<file path="config.mk">
export PLATFORM = sky130hd
export DESIGN_NAME = flash_host
export DESIGN_NICKNAME = d
export VERILOG_FILES = /design/src/design/flash_host_pkg.sv /design/src/design/flash_host.sv /design/src/design/flash_bus_cycle.sv
export SDC_FILE = /design/constraint.sdc
export NUM_CORES = 1
export LEC_CHECK = 0
export BUFFER_PORTS_ARGS = -buffer_cell sky130_fd_sc_hd__buf_4
export CORE_ASPECT_RATIO = 1.2
export CORE_MARGIN = 2
export CORE_UTILIZATION = 58
export CTS_CLUSTER_SIZE = 12
export DETAILED_ROUTE_END_ITERATION = 7
export PLACE_DENSITY_LB_ADDON = 0.2
export SYNTH_ARGS = -nofsm -noshare
export SYNTH_HDL_FRONTEND = slang
export SYNTH_SLANG_ARGS = --single-unit
</file>
<file path="constraint.sdc">
create_clock -name clk -period 2.5 [get_ports clk]
set_clock_uncertainty 0.05 [all_clocks]
set_input_delay 0.25 -clock clk [delete_from_list [all_inputs] [get_ports clk]]
set_output_delay 0.25 -clock clk [all_outputs]
set_load 0.01 [all_outputs]
</file>
<file path="src/design/flash_host_pkg.sv">
// Package: command codes, unlock addresses and bus timing for the flash host
package flash_host_pkg;
  localparam logic [14:0] UNLOCK_ADDR_A  = 15'h5555;
  localparam logic [14:0] UNLOCK_ADDR_B  = 15'h2AAA;
  localparam logic [7:0]  UNLOCK_DATA_A  = 8'hAA;
  localparam logic [7:0]  UNLOCK_DATA_B  = 8'h55;
  localparam logic [7:0]  CMD_PROGRAM    = 8'hA0;
  localparam logic [7:0]  CMD_ERASE_SET  = 8'h80;
  localparam logic [7:0]  CMD_SECTOR_ER  = 8'h30;
  localparam logic [7:0]  CMD_CHIP_ER    = 8'h10;
  localparam logic [7:0]  CMD_ID_ENTRY   = 8'h90;
  localparam logic [7:0]  CMD_ID_EXIT    = 8'hF0;
  localparam logic [14:0] ID_MAKER_ADDR  = 15'h0000;
  localparam logic [14:0] ID_PART_ADDR   = 15'h0001;
  localparam int          SECTOR_LSB     = 12;
  localparam int          CMD_ADDR_BITS  = 15;
  // Strobe low time, well above the 5 ns glitch filter
  localparam int          CLK_NS         = 100;
  localparam int          GLITCH_NS      = 5;
  localparam int          STROBE_CYC     = (GLITCH_NS + CLK_NS - 1) / CLK_NS + 1;
  localparam int          READ_CYC       = 2;
  localparam int          POLL_LIMIT     = 1000000;
  typedef enum logic [2:0] {
    OP_PROGRAM,
    OP_SECTOR_ERASE,
    OP_CHIP_ERASE,
    OP_ID_ENTRY,
    OP_ID_EXIT_SHORT,
    OP_ID_EXIT_LONG,
    OP_READ
  } op_t;
endpackage

</file>
<file path="src/design/flash_host.sv">
// Host controller that runs unlock command sequences and polls a parallel flash
`timescale 1ns/1ps
module flash_host #(
  parameter int AW         = 19,
  parameter int POLL_LIMIT = flash_host_pkg::POLL_LIMIT
) (
  input  wire logic          clk,
  input  wire logic          rstn,
  input  wire logic          ce,
  input  wire logic          req,
  input  wire flash_host_pkg::op_t op,
  input  wire logic [AW-1:0] req_addr,
  input  wire logic [7:0]    req_data,
  output logic               busy,
  output logic               resp_valid,
  output logic [7:0]         resp_data,
  output logic               resp_timeout,
  output logic               chip_sel_n,
  output logic               out_gate_n,
  output logic               write_str_n,
  output logic [AW-1:0]      addr_o,
  output logic [7:0]         dq_o,
  output logic               dq_oe,
  input  wire logic [7:0]    dq_i
);
  localparam int PW = $clog2(POLL_LIMIT + 1);
  // Upper address bits must exist above the command field
  if (AW <= flash_host_pkg::CMD_ADDR_BITS || AW > 24 || POLL_LIMIT < 1) begin : g_bad_params
    $error("flash_host: unsupported parameters");
  end

  typedef enum logic [2:0] {S_IDLE, S_CMD, S_WAIT, S_POLL1, S_POLL2, S_DONE} host_st_t;

  // Pin input passes two flops before use
  logic [7:0] dq_s1_q, dq_s2_q;
  always_ff @(posedge clk or negedge rstn) begin
    if (!rstn) begin
      dq_s1_q <= 8'h00;
      dq_s2_q <= 8'h00;
    end else if (ce) begin
      dq_s1_q <= dq_i;
      dq_s2_q <= dq_s1_q;
    end
  end

  host_st_t            st_q, st_d;
  flash_host_pkg::op_t op_q, op_d;
  logic [AW-1:0]       a_q, a_d;
  logic [7:0]          d_q, d_d, tog_q, tog_d, res_q, res_d;
  logic [2:0]          idx_q, idx_d;
  logic [PW-1:0]       poll_q, poll_d;
  logic                busy_q, busy_d, rv_q, rv_d, to_q, to_d;
  logic                cyc_start, cyc_wr, cyc_done;
  logic [AW-1:0]       cyc_addr;
  logic [7:0]          cyc_wdata, cyc_rdata;
  logic [2:0]          last_idx;
  logic                polls;

  // Sequence step table; only low fifteen address bits carry the command
  function automatic logic [22:0] step(input flash_host_pkg::op_t o, input logic [2:0] i);
    logic [14:0] a;
    logic [7:0]  d;
    a = flash_host_pkg::UNLOCK_ADDR_A;
    d = flash_host_pkg::UNLOCK_DATA_A;
    if (i == 3'd1 || i == 3'd4) begin
      a = flash_host_pkg::UNLOCK_ADDR_B;
      d = flash_host_pkg::UNLOCK_DATA_B;
    end else if (i == 3'd2) begin
      case (o)
        flash_host_pkg::OP_PROGRAM:      d = flash_host_pkg::CMD_PROGRAM;
        flash_host_pkg::OP_ID_ENTRY:     d = flash_host_pkg::CMD_ID_ENTRY;
        flash_host_pkg::OP_ID_EXIT_LONG: d = flash_host_pkg::CMD_ID_EXIT;
        default:                         d = flash_host_pkg::CMD_ERASE_SET;
      endcase
    end else if (i == 3'd5) begin
      d = (o == flash_host_pkg::OP_CHIP_ERASE) ? flash_host_pkg::CMD_CHIP_ER
                                               : flash_host_pkg::CMD_SECTOR_ER;
    end
    return {a, d};
  endfunction

  always_comb begin
    case (op_q)
      flash_host_pkg::OP_PROGRAM:       last_idx = 3'd3;
      flash_host_pkg::OP_SECTOR_ERASE,
      flash_host_pkg::OP_CHIP_ERASE:    last_idx = 3'd5;
      flash_host_pkg::OP_ID_EXIT_SHORT: last_idx = 3'd0;
      default:                          last_idx = 3'd2;
    endcase
  end

  assign polls = (op_q == flash_host_pkg::OP_PROGRAM) ||
                 (op_q == flash_host_pkg::OP_SECTOR_ERASE) ||
                 (op_q == flash_host_pkg::OP_CHIP_ERASE);

  always_comb begin
    logic [22:0] s;
    s = step(op_q, idx_q);
    cyc_addr  = {{(AW - 15){1'b0}}, s[22:8]};
    cyc_wdata = s[7:0];
    if (op_q == flash_host_pkg::OP_ID_EXIT_SHORT) begin
      cyc_wdata = flash_host_pkg::CMD_ID_EXIT;
    end else if (op_q == flash_host_pkg::OP_PROGRAM && idx_q == 3'd3) begin
      cyc_addr  = a_q;
      cyc_wdata = d_q;
    end else if (op_q == flash_host_pkg::OP_SECTOR_ERASE && idx_q == 3'd5) begin
      cyc_addr = {a_q[AW-1:flash_host_pkg::SECTOR_LSB],
                  {flash_host_pkg::SECTOR_LSB{1'b0}}};
    end
    if (st_q == S_POLL1 || st_q == S_POLL2 || op_q == flash_host_pkg::OP_READ) begin
      cyc_addr = a_q;
    end
  end

  always_comb begin
    st_d = st_q; op_d = op_q; a_d = a_q; d_d = d_q; idx_d = idx_q;
    tog_d = tog_q; res_d = res_q; poll_d = poll_q; busy_d = busy_q;
    rv_d = 1'b0; to_d = to_q;
    cyc_start = 1'b0;
    cyc_wr = 1'b1;
    case (st_q)
      S_IDLE: begin
        // New requests only while idle, so nothing lands mid-operation
        if (req) begin
          op_d = op; a_d = req_addr; d_d = req_data; idx_d = 3'd0;
          busy_d = 1'b1; to_d = 1'b0; poll_d = '0;
          st_d = S_CMD;
        end
      end
      S_CMD: begin
        // Every step is issued exactly, so the device never aborts
        cyc_start = 1'b1;
        cyc_wr = (op_q != flash_host_pkg::OP_READ);
        st_d = S_WAIT;
      end
      S_WAIT: begin
        if (cyc_done) begin
          if (op_q == flash_host_pkg::OP_READ) begin
            res_d = cyc_rdata; st_d = S_DONE;
          end else if (idx_q != last_idx) begin
            idx_d = idx_q + 3'd1; st_d = S_CMD;
          end else if (polls) begin
            st_d = S_POLL1; cyc_start = 1'b0;
          end else begin
            st_d = S_DONE;
          end
        end
      end
      S_POLL1: begin
        cyc_start = 1'b1; cyc_wr = 1'b0;
        st_d = S_POLL2;
      end
      S_POLL2: begin
        if (cyc_done) begin
          tog_d = cyc_rdata;
          poll_d = poll_q + PW'(1);
          res_d = cyc_rdata;
          // Two reads agreeing on the toggle bit means the write ended
          if (poll_q != '0 && cyc_rdata[6] == tog_q[6]) begin
            st_d = S_DONE;
          end else if (poll_q == PW'(POLL_LIMIT)) begin
            to_d = 1'b1; st_d = S_DONE;
          end else begin
            st_d = S_POLL1;
          end
        end
      end
      S_DONE: begin
        rv_d = 1'b1; busy_d = 1'b0; st_d = S_IDLE;
      end
      default: st_d = S_IDLE;
    endcase
  end

  always_ff @(posedge clk or negedge rstn) begin
    if (!rstn) begin
      st_q <= S_IDLE; op_q <= flash_host_pkg::OP_READ; a_q <= '0; d_q <= 8'h00;
      idx_q <= 3'd0; tog_q <= 8'h00; res_q <= 8'h00; poll_q <= '0;
      busy_q <= 1'b0; rv_q <= 1'b0; to_q <= 1'b0;
    end else if (ce) begin
      st_q <= st_d; op_q <= op_d; a_q <= a_d; d_q <= d_d;
      idx_q <= idx_d; tog_q <= tog_d; res_q <= res_d; poll_q <= poll_d;
      busy_q <= busy_d; rv_q <= rv_d; to_q <= to_d;
    end
  end

  // Chip select idles high so the device stays in standby
  flash_bus_cycle #(.AW(AW)) u_cycle (
    .clk         (clk),
    .rstn        (rstn),
    .ce          (ce),
    .start       (cyc_start),
    .is_write    (cyc_wr),
    .addr        (cyc_addr),
    .wdata       (cyc_wdata),
    .dq_sync     (dq_s2_q),
    .done        (cyc_done),
    .rdata       (cyc_rdata),
    .chip_sel_n  (chip_sel_n),
    .out_gate_n  (out_gate_n),
    .write_str_n (write_str_n),
    .addr_o      (addr_o),
    .dq_o        (dq_o),
    .dq_oe       (dq_oe)
  );

  assign busy         = busy_q;
  assign resp_valid   = rv_q;
  assign resp_data    = res_q;
  assign resp_timeout = to_q;
endmodule // flash_host

</file>
<file path="src/design/flash_bus_cycle.sv">
// One flash bus cycle: a glitch-free write strobe or a read with data capture
`timescale 1ns/1ps
module flash_bus_cycle #(
  parameter int AW = 19
) (
  input  wire logic          clk,
  input  wire logic          rstn,
  input  wire logic          ce,
  input  wire logic          start,
  input  wire logic          is_write,
  input  wire logic [AW-1:0] addr,
  input  wire logic [7:0]    wdata,
  input  wire logic [7:0]    dq_sync,
  output logic               done,
  output logic [7:0]         rdata,
  output logic               chip_sel_n,
  output logic               out_gate_n,
  output logic               write_str_n,
  output logic [AW-1:0]      addr_o,
  output logic [7:0]         dq_o,
  output logic               dq_oe
);
  localparam int CW = 8;
  typedef enum logic [1:0] {C_IDLE, C_SETUP, C_ACTIVE, C_HOLD} cyc_t;
  if (flash_host_pkg::STROBE_CYC < 1 || flash_host_pkg::READ_CYC + 2 > 255) begin : g_bad_counts
    $error("flash_bus_cycle: bad cycle counts");
  end
  cyc_t          st_q, st_d;
  logic [CW-1:0] cnt_q, cnt_d;
  logic          wr_q, wr_d, done_q, done_d;
  logic          cs_q, cs_d, oe_q, oe_d, we_q, we_d, dqoe_q, dqoe_d;
  logic [AW-1:0] a_q, a_d;
  logic [7:0]    do_q, do_d, rd_q, rd_d;

  always_comb begin
    st_d = st_q; cnt_d = cnt_q; wr_d = wr_q; done_d = 1'b0;
    cs_d = cs_q; oe_d = oe_q; we_d = we_q; dqoe_d = dqoe_q;
    a_d = a_q; do_d = do_q; rd_d = rd_q;
    case (st_q)
      C_IDLE: begin
        if (start) begin
          // Address and data settle while all strobes are high
          st_d = C_SETUP; wr_d = is_write; a_d = addr; do_d = wdata;
          dqoe_d = is_write;
        end
      end
      C_SETUP: begin
        // Write keeps the output gate high so nothing is inhibited
        cs_d = 1'b0; we_d = !wr_q; oe_d = wr_q;
        cnt_d = wr_q ? CW'(flash_host_pkg::STROBE_CYC) : CW'(flash_host_pkg::READ_CYC);
        st_d = C_ACTIVE;
      end
      C_ACTIVE: begin
        if (cnt_q > CW'(1)) begin
          cnt_d = cnt_q - CW'(1);
        end else begin
          cs_d = 1'b1; we_d = 1'b1; oe_d = 1'b1;
          st_d = C_HOLD;
        end
      end
      C_HOLD: begin
        // Synchroniser lags two clocks, so this is what stood with the gate low
        rd_d = dq_sync;
        dqoe_d = 1'b0; done_d = 1'b1; st_d = C_IDLE;
      end
      default: st_d = C_IDLE;
    endcase
  end

  always_ff @(posedge clk or negedge rstn) begin
    if (!rstn) begin
      st_q <= C_IDLE; cnt_q <= '0; wr_q <= 1'b0; done_q <= 1'b0;
      cs_q <= 1'b1; oe_q <= 1'b1; we_q <= 1'b1; dqoe_q <= 1'b0;
      a_q <= '0; do_q <= 8'h00; rd_q <= 8'h00;
    end else if (ce) begin
      st_q <= st_d; cnt_q <= cnt_d; wr_q <= wr_d; done_q <= done_d;
      cs_q <= cs_d; oe_q <= oe_d; we_q <= we_d; dqoe_q <= dqoe_d;
      a_q <= a_d; do_q <= do_d; rd_q <= rd_d;
    end
  end

  assign done        = done_q;
  assign rdata       = rd_q;
  assign chip_sel_n  = cs_q;
  assign out_gate_n  = oe_q;
  assign write_str_n = we_q;
  assign addr_o      = a_q;
  assign dq_o        = do_q;
  assign dq_oe       = dqoe_q;
endmodule // flash_bus_cycle

</file>
# --- After elaboration in Yosys (flattened, before gate mapping) ---
# Cells that the tools add are included.
op_classes:
  reduce_logical: 35
  n_eq_ne: 34
  n_lt_le_gt_ge: 1
  addsub: 3
  n_mux: 56
op_table:
  columns: ["cell", "count"]
  rows:
  - ["$mux 19", 4]
  - ["$mux 8", 9]
  - ["$mux 20", 2]
  - ["$pmux 20 s2", 1]
  - ["$mux 3", 12]
  - ["$pmux 8 s2", 2]
  - ["$reduce_and 3->1", 8]
  - ["$eq 3x3->1 const B", 7]
  - ["$pmux 7 s3", 1]
  - ["$add 20x1->20 const B", 1]
  - ["$eq 20x20->1 const B", 1]
  - ["$reduce_bool 20->1", 1]
  - ["$eq 3x2->1 const B", 6]
  - ["$mux 15", 1]
  - ["$pmux 3 s5", 1]
  - ["$ne 2x2->1 const B", 7]
  - ["$pmux 1 s2", 7]
  - ["$reduce_and 6->1", 2]
  - ["$reduce_bool 2->1", 6]
  - ["$mux 1", 10]
  - ["$eq 3x1->1 const B", 3]
  - ["$pmux 3 s3", 1]
  - ["$gt 8x1->1 const B", 1]
  - ["$ne 2x1->1 const B", 4]
  - ["20 further kinds", 31]
totals:
  output_inout_bits: 42
  inputBits: 42
  regBits: 141
  word_cells: 153

# --- Logic depth before layout (Yosys ltp) ---
# Gate-level depths: netlist of run 1.
depth:
  word_depth: 8
  ltp_mapped: 9
  depth_no_buf: 7

# --- Modules after synthesis ---
# Synthesis of run 1 repeated with hierarchy kept, for this count alone.
hier_totals:
  hier_cells: 612
  hier_area_um2: 6491.2
modules_own_cells:
  columns: ["mod", "cells_per_inst", "area_each_um2", "seq_area_each_um2", "instances"]
  rows:
  - ["flash_host", 454, 4261.6, 2104.5, 1]
  - ["flash_bus_cycle", 158, 2229.6, 1280.0, 1]

# --- Least setup slack after synthesis of run 1 ---
# No wires, ideal clock.
synth_path:
  kind: "register to register"
  startpoint: "reg idx_q[2]"
  endpoint: "reg u_cycle.a_q[13], in the netlist u_cycle.addr_o[13]"
  required_ns: 2.319
  t_arrival_ns: 1.953
  stages_incl_launch_ff: 9
  path_slack_ns: 0.366
  setup_time_ns: 0.131
  n_path_buf: 1
  synth_period_minus_slack_ns: 2.134
  cell_sequence: "dfrtp_1 -> clkbuf_1 -> inv_1 -> ha_1 -> nor4b_2 -> a2111o_1 -> or2_1 -> a21oi_1 -> o21ai_1"
synth_via:
  elab_chain_cells: 7
  word_cells_on_any_way: 12
  classes_between: "eq/ne: 4; mux: 5; reduce/logical: 3"
synth_lines:
  columns: ["item", "line", "text"]
  rows:
  - ["start: declaration", "flash_host.sv:50", "logic [2:0] idx_q, idx_d;"]
  - ["start signal: assignment", "flash_host.sv:182", "idx_q <= idx_d; tog_q <= tog_d; res_q <= res_d; poll_q <= poll_d;"]
  - ["$eq 3x1->1 / $eq 3x3->1 (equally long branches)", "flash_host.sv:65", "if (i == 3'd1 || i == 3'd4) begin"]
  - ["$logic_or 1x1->1", "flash_host.sv:65", null]
  - ["$mux 15", "flash_host.sv:65", null]
  - ["$mux 19", "flash_host.sv:106", "end else if (op_q == flash_host_pkg::OP_SECTOR_ERASE && idx_q == 3'd5) begin"]
  - ["$mux 19", "flash_host.sv:103", "end else if (op_q == flash_host_pkg::OP_PROGRAM && idx_q == 3'd3) begin"]
  - ["$mux 19 *", "flash_host.sv:101", "if (op_q == flash_host_pkg::OP_ID_EXIT_SHORT) begin"]
  - ["$mux 19 *", "flash_host.sv:110", "if (st_q == S_POLL1 || st_q == S_POLL2 || op_q == flash_host_pkg::OP_READ) begin"]
  - ["end signal: assignment", "flash_bus_cycle.sv:74", "a_q <= '0; do_q <= 8'h00; rd_q <= 8'h00;"]
  - ["end signal: assignment", "flash_bus_cycle.sv:78", "a_q <= a_d; do_q <= do_d; rd_q <= rd_d;"]
  - ["end: declaration", "flash_bus_cycle.sv:32", "logic [AW-1:0] a_q, a_d;"]
# Mark *: on every way between the ends. The rest lies on a longest branch, timed or not.
# A chain may end at the register's enable or synchronous reset.

# --- Worst setup path in the final report of run 1 ---
layout_path:
  startpoint: "reg idx_q[1]"
  endpoint: "reg u_cycle.a_q[12], in the netlist u_cycle.addr_o[12]"
# The elaborated chain is that of the path after synthesis.

==> results.cfg, run 1 <==
[timing]
final.setup.tns_ns = 0
layout_worst_path_cycle_share = 0.923
finalWorstPathRequiredPeriod_ns = 2.31
max_slew_margin = 0.520
report.final.hold_viol_count = 0
finish_stage_setup_viols = 0
grt_setup_unrepaired = false
max_freq_ghz = 0.433
maxSlewViolCount = 0
timing_worst_slew_pin_value_ns = 0.719

[layout]
fillers = 725
design.final.nets = 823
area_growth_pct = 25.3
antenna_cells = 0
layout.core_utilization = 0.738
layout-drive-gt1-share = 0.244

[floorplan]
die_h_um = 119
io_pins = 84
initial_utilization = 0.589
placeableCoreArea_sq_um = 10900
chipWidth_um = 100
std_cell_rows = 42
die_area_sq_um = 11900

[logic_synthesis]
synth-edff-count = 0
yosys.area.top_type = sky130_fd_sc_hd__dfrtp_1
post_synth_inst_count = 655
post_synthesis_share_of_cell_area_spent_on_full_adders_half_adders_and_majority_gates = 0.0291
post_synth.cell_area_avg_sq_um = 9.79
yosys-top-cells-area = sky130_fd_sc_hd__dfrtp_1 (51%), sky130_fd_sc_hd__nand2_1 (8.8%), sky130_fd_sc_hd__mux2_2 (6.0%)
share_of_the_synthesized_area_in_the_top_cell_type = 0.508
synth_nets = 711
synth-xor-area-share = 0.0328
postSynthRegisterBits = 135
synth_top_family_by_area = simple AND/OR/NAND/NOR gates
portion_of_netlist_area_occupied_by_mux_cells = 0.0644
top_flip_flop_cell_by_instance_count_after_synthesis = sky130_fd_sc_hd__dfrtp_1
synthesis.area_sq_um = 6410
synth_compound_gate_area_share = 0.0976
synth-seq-area-share = 0.528
synth_top_cells_by_count = sky130_fd_sc_hd__nand2_1 (150), sky130_fd_sc_hd__dfrtp_1 (130), sky130_fd_sc_hd__nor2_1 (61), sky130_fd_sc_hd__mux2_2 (34), sky130_fd_sc_hd__a21oi_1 (32)
asyncSetResetFlopFracSynth = 1.00
ys.warnings.count = 0
synth_simple_gate_area_frac = 0.216
post_synth_num_cell_types = 74
post-synth-top-count-cell = sky130_fd_sc_hd__nand2_1

[grt]
grt_max_degree = 50
grt_pass1_wl_mm = 24.5
grt_overflow = 0
antenna_found_initial = 0
number_of_global_route_vias_before_repair = 5258
grt.total_usage = 0.258

[setup_path]
worst-path-max-fanout = 9
critical_path.slowest_cell = sky130_fd_sc_hd__dfrtp_1
setup.worst_path.class = flop to flop
worstPathArrival_ns = 2.59
critical-path-top-cell-by-count = sky130_fd_sc_hd__ha_1
cp_required_ns = 2.78
slowest_cell_delay_on_critical_path_ns = 0.49
start_kind = flop
cp_num_buf_inv = 0
cp_top_family = compound AO/OA/AOI/OAI gates
path_cells = ha_1 > ha_1 > nor4b_2 > a2111o_1 > nor2_2 > a21oi_4 > a21oi_1
worst_setup_path_end_kind = flop

[clock_network]
clock_tree_from_tritoncts = done
cts_buffer_count = 17
clk_path_buf_depth = 2
cts-htree-levels = 4
insertion_delay_ns = 0.42
cts_post_setup_buffers_inserted = 0
cts.sinks = 135
root_buffer = sky130_fd_sc_hd__clkbuf_16
clk_pin_slew_ns = 0.06

[routing]
drt-pass1-iter-count = 4
first_iter_violations = 193
route.detailed.drc = 0
drt.antenna.violating_nets = 0
routed_wl_mm = 14.6
viasPerCell = 5.68
wire_per_inst_um = 16.0
via_count = 5178

[outcome]
run_status = completed

[power]
leakagePower_nw = 3.76
powerDensity_nw_per_um2 = 1090
worst_ir_drop_vdd_mv = 0.530

[min_path]
type_of_the_tightest_min_delay_check = input port to flop

[run]
timing.max_cap.violations = 0

[placed_design]
place.port_buffers = 83
gp_routability_congestion = 0.866
detailedPlacementHpwl_mm = 9.86
## kinds of logic (layout without fill, tap and decap cells)
kind of cell	count (synthesis)	after routing
compound gates	101	101
simple gates	294	294
flops	135	135
mux	37	37
xor+xnor	24	24
fa+ha+maj	15	15
buf+inv	49	174
## worst reg2reg max path, delay by kind of cell, from the launching register on
kind / cells / cell delay (ns)
adder cells (fa/ha/maj): 2 / 0.44
AND/OR/NAND/NOR: 2 / 0.45
AO/OA/AOI/OAI: 3 / 0.80
flip-flops: 1 / 0.49
## layout make-up
cell class	instances	area [sq um]	share of cell area
Clock buffer	18	439	0.0547
Tap cell	132	165	0.0206
Inverter	17	63.8	0.00795
Timing Repair Buffer	125	1020	0.127
Multi-Input combinational cell	471	2830	0.352
Sequential cell	135	3380	0.422
Clock inverter	14	130	0.0162
## report_power, final
group	switching [mW]	total (mW)	internal (mW)
Clock	1.05	2.39	1.34
Combinational	1.55	2.86	1.31
Sequential	0.594	3.54	2.94
Total	3.19	8.79	5.60
## routing by layer
metal | vias to the layer above | track usage | part of all wire
li1 | 2465 | - | -
met4 | 0 | 0.110 | 0.024
met3 | 34 | 0.0610 | 0.035
met1 | 2564 | 0.322 | 0.42
met5 | - | 0 | 0
met2 | 115 | 0.429 | 0.52
## registers in the layout, summed over array words and instances (netlist names), 2 cells and up
signal	cells
st_q	3
dq_s1_q	8
u_cycle.st_q	2
a_q	19
op_q	3
idx_q	3
poll_q	20
u_cycle.rdata	8
u_cycle.dq_o	8
u_cycle.cnt_q	8
resp_data	8
u_cycle.addr_o	19
d_q	8
dq_s2_q	8
## stage by stage
step | hold slack (ns) | cell area (sq um) | std cells | total power [mW] | worst slack, ns
3_5_place_dp | 0.264 | 7180 | 853 | 6.35 | 0.203
2_1_floorplan | -0.0956 | 6410 | 655 | 5.28 | 0.366
4_1_cts | 0.00170 | 8020 | 912 | 8.81 | 0.177
3_3_place_gp | 0.254 | 7180 | 853 | 6.21 | 0.325
6_report | 0.00475 | 8030 | 912 | 8.79 | 0.193
5_1_grt | 0.00308 | 8030 | 912 | 9.33 | 0.0650
## worst paths after layout
check                                       to  slack, ns         from  cells past startpoint
setup / recovery            u_cycle.addr_o[12]       0.19     idx_q[1]                      7
hold / removal                          d_q[4]      0.005  req_data[4]                      3
setup reg to reg            u_cycle.addr_o[12]       0.19     idx_q[1]                      7
hold reg to reg                        a_q[10]       0.43      a_q[10]                      2
max in group asynchronous  u_cycle.write_str_n       1.23         rstn                      3
min in group asynchronous               d_q[3]       0.36         rstn                      2
## placed cells by master (no fill, tap or decap), types with 6 or more instances in the layout
cell type,synthesis,routed
sky130_fd_sc_hd__nand2_1,150,150
sky130_fd_sc_hd__dfrtp_1,130,130
sky130_fd_sc_hd__buf_4,1,97
sky130_fd_sc_hd__nor2_1,61,60
sky130_fd_sc_hd__mux2_2,34,34
sky130_fd_sc_hd__a21oi_1,32,32
sky130_fd_sc_hd__o21ai_0,28,28
sky130_fd_sc_hd__dlygate4sd3_1,0,27
sky130_fd_sc_hd__nand3_1,17,17
sky130_fd_sc_hd__clkbuf_16,0,17
sky130_fd_sc_hd__inv_1,16,16
sky130_fd_sc_hd__ha_1,14,14
sky130_fd_sc_hd__xnor2_1,13,13
sky130_fd_sc_hd__xor2_1,11,11
sky130_fd_sc_hd__nor3_1,10,10
sky130_fd_sc_hd__a31oi_1,7,7
sky130_fd_sc_hd__nor2b_1,6,6
sky130_fd_sc_hd__or3_1,6,6
sky130_fd_sc_hd__nor4_1,6,6
## what timing repair did
| action | CTS | global route |
|---|---|---|
| resized for setup | 0 | 2 |
| endpoints found under the hold margin | 72 | 0 |
| hold buffers | 27 | 0 |
| setup endpoints to repair | 0 | 4 |
Note: power is estimated with default switching activity, not from simulation.
==> inputs of run 2 (changes only) <==
--- a/config.mk
+++ b/config.mk
@@ -8,7 +8,7 @@
 export BUFFER_PORTS_ARGS = -buffer_cell sky130_fd_sc_hd__buf_4
 export CORE_ASPECT_RATIO = 1.2
 export CORE_MARGIN = 2
-export CORE_UTILIZATION = 58
+export CORE_UTILIZATION = 52
 export CTS_CLUSTER_SIZE = 12
 export DETAILED_ROUTE_END_ITERATION = 7
 export PLACE_DENSITY_LB_ADDON = 0.2
==> constraint.sdc (replaced) <==
create_clock -name clk -period 2.1 [get_ports clk]
set_clock_uncertainty 0.05 [all_clocks]
set_input_delay 0.21 -clock clk [delete_from_list [all_inputs] [get_ports clk]]
set_output_delay 0.21 -clock clk [all_outputs]
set_load 0.01 [all_outputs]
==> run 2 against run 1 <==
  * Die area is 11% higher
  * Critical path depth stayed put
  * Via count is 0.81% higher
  * Wire length is 2.8% higher
  * Highest routed layer unchanged
==> results.cfg, run 2 (same netlist as run 1, synthesis figures left out) <==
[floorplan]
die_h_um = 126
io_pins = 84
die_area_sq_um = 13200
chipWidth_um = 105
placeableCoreArea_sq_um = 12100
std_cell_rows = 44
initial_utilization = 0.532

[grt]
grt.busiest_layer = met2
antenna_found_initial = 0
grt.total_usage = 0.241
number_of_global_route_vias_before_repair = 5416
grt_pass1_wl_mm = 25.4
met1_usage = 0.296
met2_usage = 0.410
use_met3 = 0.0512
grt_overflow = 0
grt_max_degree = 136

[routing]
drt.antenna.violating_nets = 0
wire_per_inst_um = 15.5
first_iter_violations = 279
routed_wl_mm = 15.0
via_count = 5220
drt-pass1-iter-count = 5
route.detailed.drc = 0
viasPerCell = 5.41

[setup_path]
worst-path-max-fanout = 4
start_kind = flop
worst_setup_path_end_kind = flop
reg2reg_depth = 7
worstReg2RegEnd = u_cycle.addr_o[13]
worstPathArrival_ns = 2.26
r2r_slack_ns = 0.08
worstReg2RegStart = idx_q[0]
cp_required_ns = 2.34
setup.worst_path.class = flop to flop

[placed_design]
detailedPlacementHpwl_mm = 9.65
place.port_buffers = 83
dp_slack_ns = 0.0126
gp_routability_congestion = 0.870

[timing]
layout_worst_path_cycle_share = 0.961
timing_worst_slew_pin_value_ns = 0.731
maxSlewViolCount = 0
final.setup.tns_ns = 0
finish_stage_setup_viols = 0
grt_setup_unrepaired = true
report.final.hold_viol_count = 0
max_freq_ghz = 0.496
max_slew_margin = 0.512
finalWorstPathRequiredPeriod_ns = 2.02
final.setup.worst_slack_ns = 0.0823

[outcome]
run_status = completed

[clock_network]
clk_pin_slew_ns = 0.06
cts-htree-levels = 4
cts_buffer_count = 17
insertion_delay_ns = 0.42
clock_tree_from_tritoncts = done
clk_path_buf_depth = 2
cts.sinks = 135
root_buffer = sky130_fd_sc_hd__clkbuf_16

[min_path]
worst_hold_path.endpoint = st_q[0]
worst_hold_path.num_cells = 2
hold_path_startpoint = ce
type_of_the_tightest_min_delay_check = input port to flop

[run]
timing.max_cap.violations = 0

[power]
leakagePower_nw = 3.93
worst_ir_drop_vdd_mv = 0.646
powerDensity_nw_per_um2 = 1330

[layout]
most-common-layout-cells = sky130_fd_sc_hd__nand2_1 (150), sky130_fd_sc_hd__dfrtp_1 (130), sky130_fd_sc_hd__buf_4 (108), sky130_fd_sc_hd__nor2_1 (60), sky130_fd_sc_hd__dlygate4sd3_1 (39)
layout-drive-gt1-share = 0.255
area_growth_pct = 31.6
mostFrequentLayoutCell = sky130_fd_sc_hd__nand2_1
antenna_cells = 0
number_of_flip_flops_in_the_largest_register = 20
max_flop_register = poll_q
design.final.nets = 848
## run 2: changes by cell type in the layout (fill, tap and decap cells not counted), moves of 2 or more
cell	change
sky130_fd_sc_hd__buf_12	+2
sky130_fd_sc_hd__buf_4	+11
sky130_fd_sc_hd__bufinv_16	+6
sky130_fd_sc_hd__dlygate4sd3_1	+12
sky130_fd_sc_hd__inv_6	-4
sky130_fd_sc_hd__inv_8	-5
## run 2: where the power goes
group	internal (mW)	switching, mW
clock	2.29	1.13
sequential	3.51	0.674
combinational	1.69	1.91
total	7.49	3.71
## run 2: worst max-delay path by stage
stage	endpoint	cells after the start	slack, ns	start
floorplan	u_cycle.addr_o[13]	7	0.05	idx_q[0]
global placement	u_cycle.addr_o[13]	7	0.07	idx_q[0]
detailed placement	u_cycle.addr_o[13]	7	0.01	idx_q[0]
CTS	u_cycle.addr_o[1]	9	0.04	idx_q[1]
global route	u_cycle.addr_o[13]	7	-0.01	idx_q[0]
finish	u_cycle.addr_o[13]	7	0.08	idx_q[0]
## run 2: metrics by stage
stage | hold slack (ns) | std cells | power [mW] | utilization | instance area [sq um]
floorplan | -0.136 | 655 | 6.29 | - | 6410
global placement | 0.329 | 895 | 7.53 | 0.609 | 7340
detailed placement | 0.341 | 895 | 7.69 | 0.609 | 7340
CTS | 0.0558 | 965 | 11.2 | 0.698 | 8410
global route | 0.0816 | 965 | 11.9 | 0.699 | 8430
finish | 0.0716 | 965 | 11.2 | 0.699 | 8430
## run 2: layout make-up
class	count	area (sq um)
Multi-Input combinational cell	471	2850
Clock inverter	11	220
Clock buffer	20	457
Fill cell	875	3620
Sequential cell	135	3380
Inverter	17	63.8
Timing Repair Buffer	150	1260
Tap cell	161	201
## run 2: worst max-delay path, stage by stage, from the launching register on
cell                       delay (ns)
sky130_fd_sc_hd__dfrtp_1         0.38
sky130_fd_sc_hd__ha_1            0.20
sky130_fd_sc_hd__ha_1            0.20
sky130_fd_sc_hd__nor4b_2         0.17
sky130_fd_sc_hd__a2111o_1        0.37
sky130_fd_sc_hd__or2_1           0.29
sky130_fd_sc_hd__a21oi_2         0.16
sky130_fd_sc_hd__o21ai_1         0.07
## run 2: timing repair
action                     CTS  global route
resized for setup            1             5
cloned                       0             0
setup buffers                0             0
pin swaps                    1             0
hold endpoints to repair   168             0
hold buffers                39             0
setup endpoints to repair    9            15
## run 2: per-layer routing
metal	share of wire	up-vias
met4	0.020	0
li1	-	2506
met2	0.51	123
met1	0.42	2564
met5	0	-
met3	0.040	27
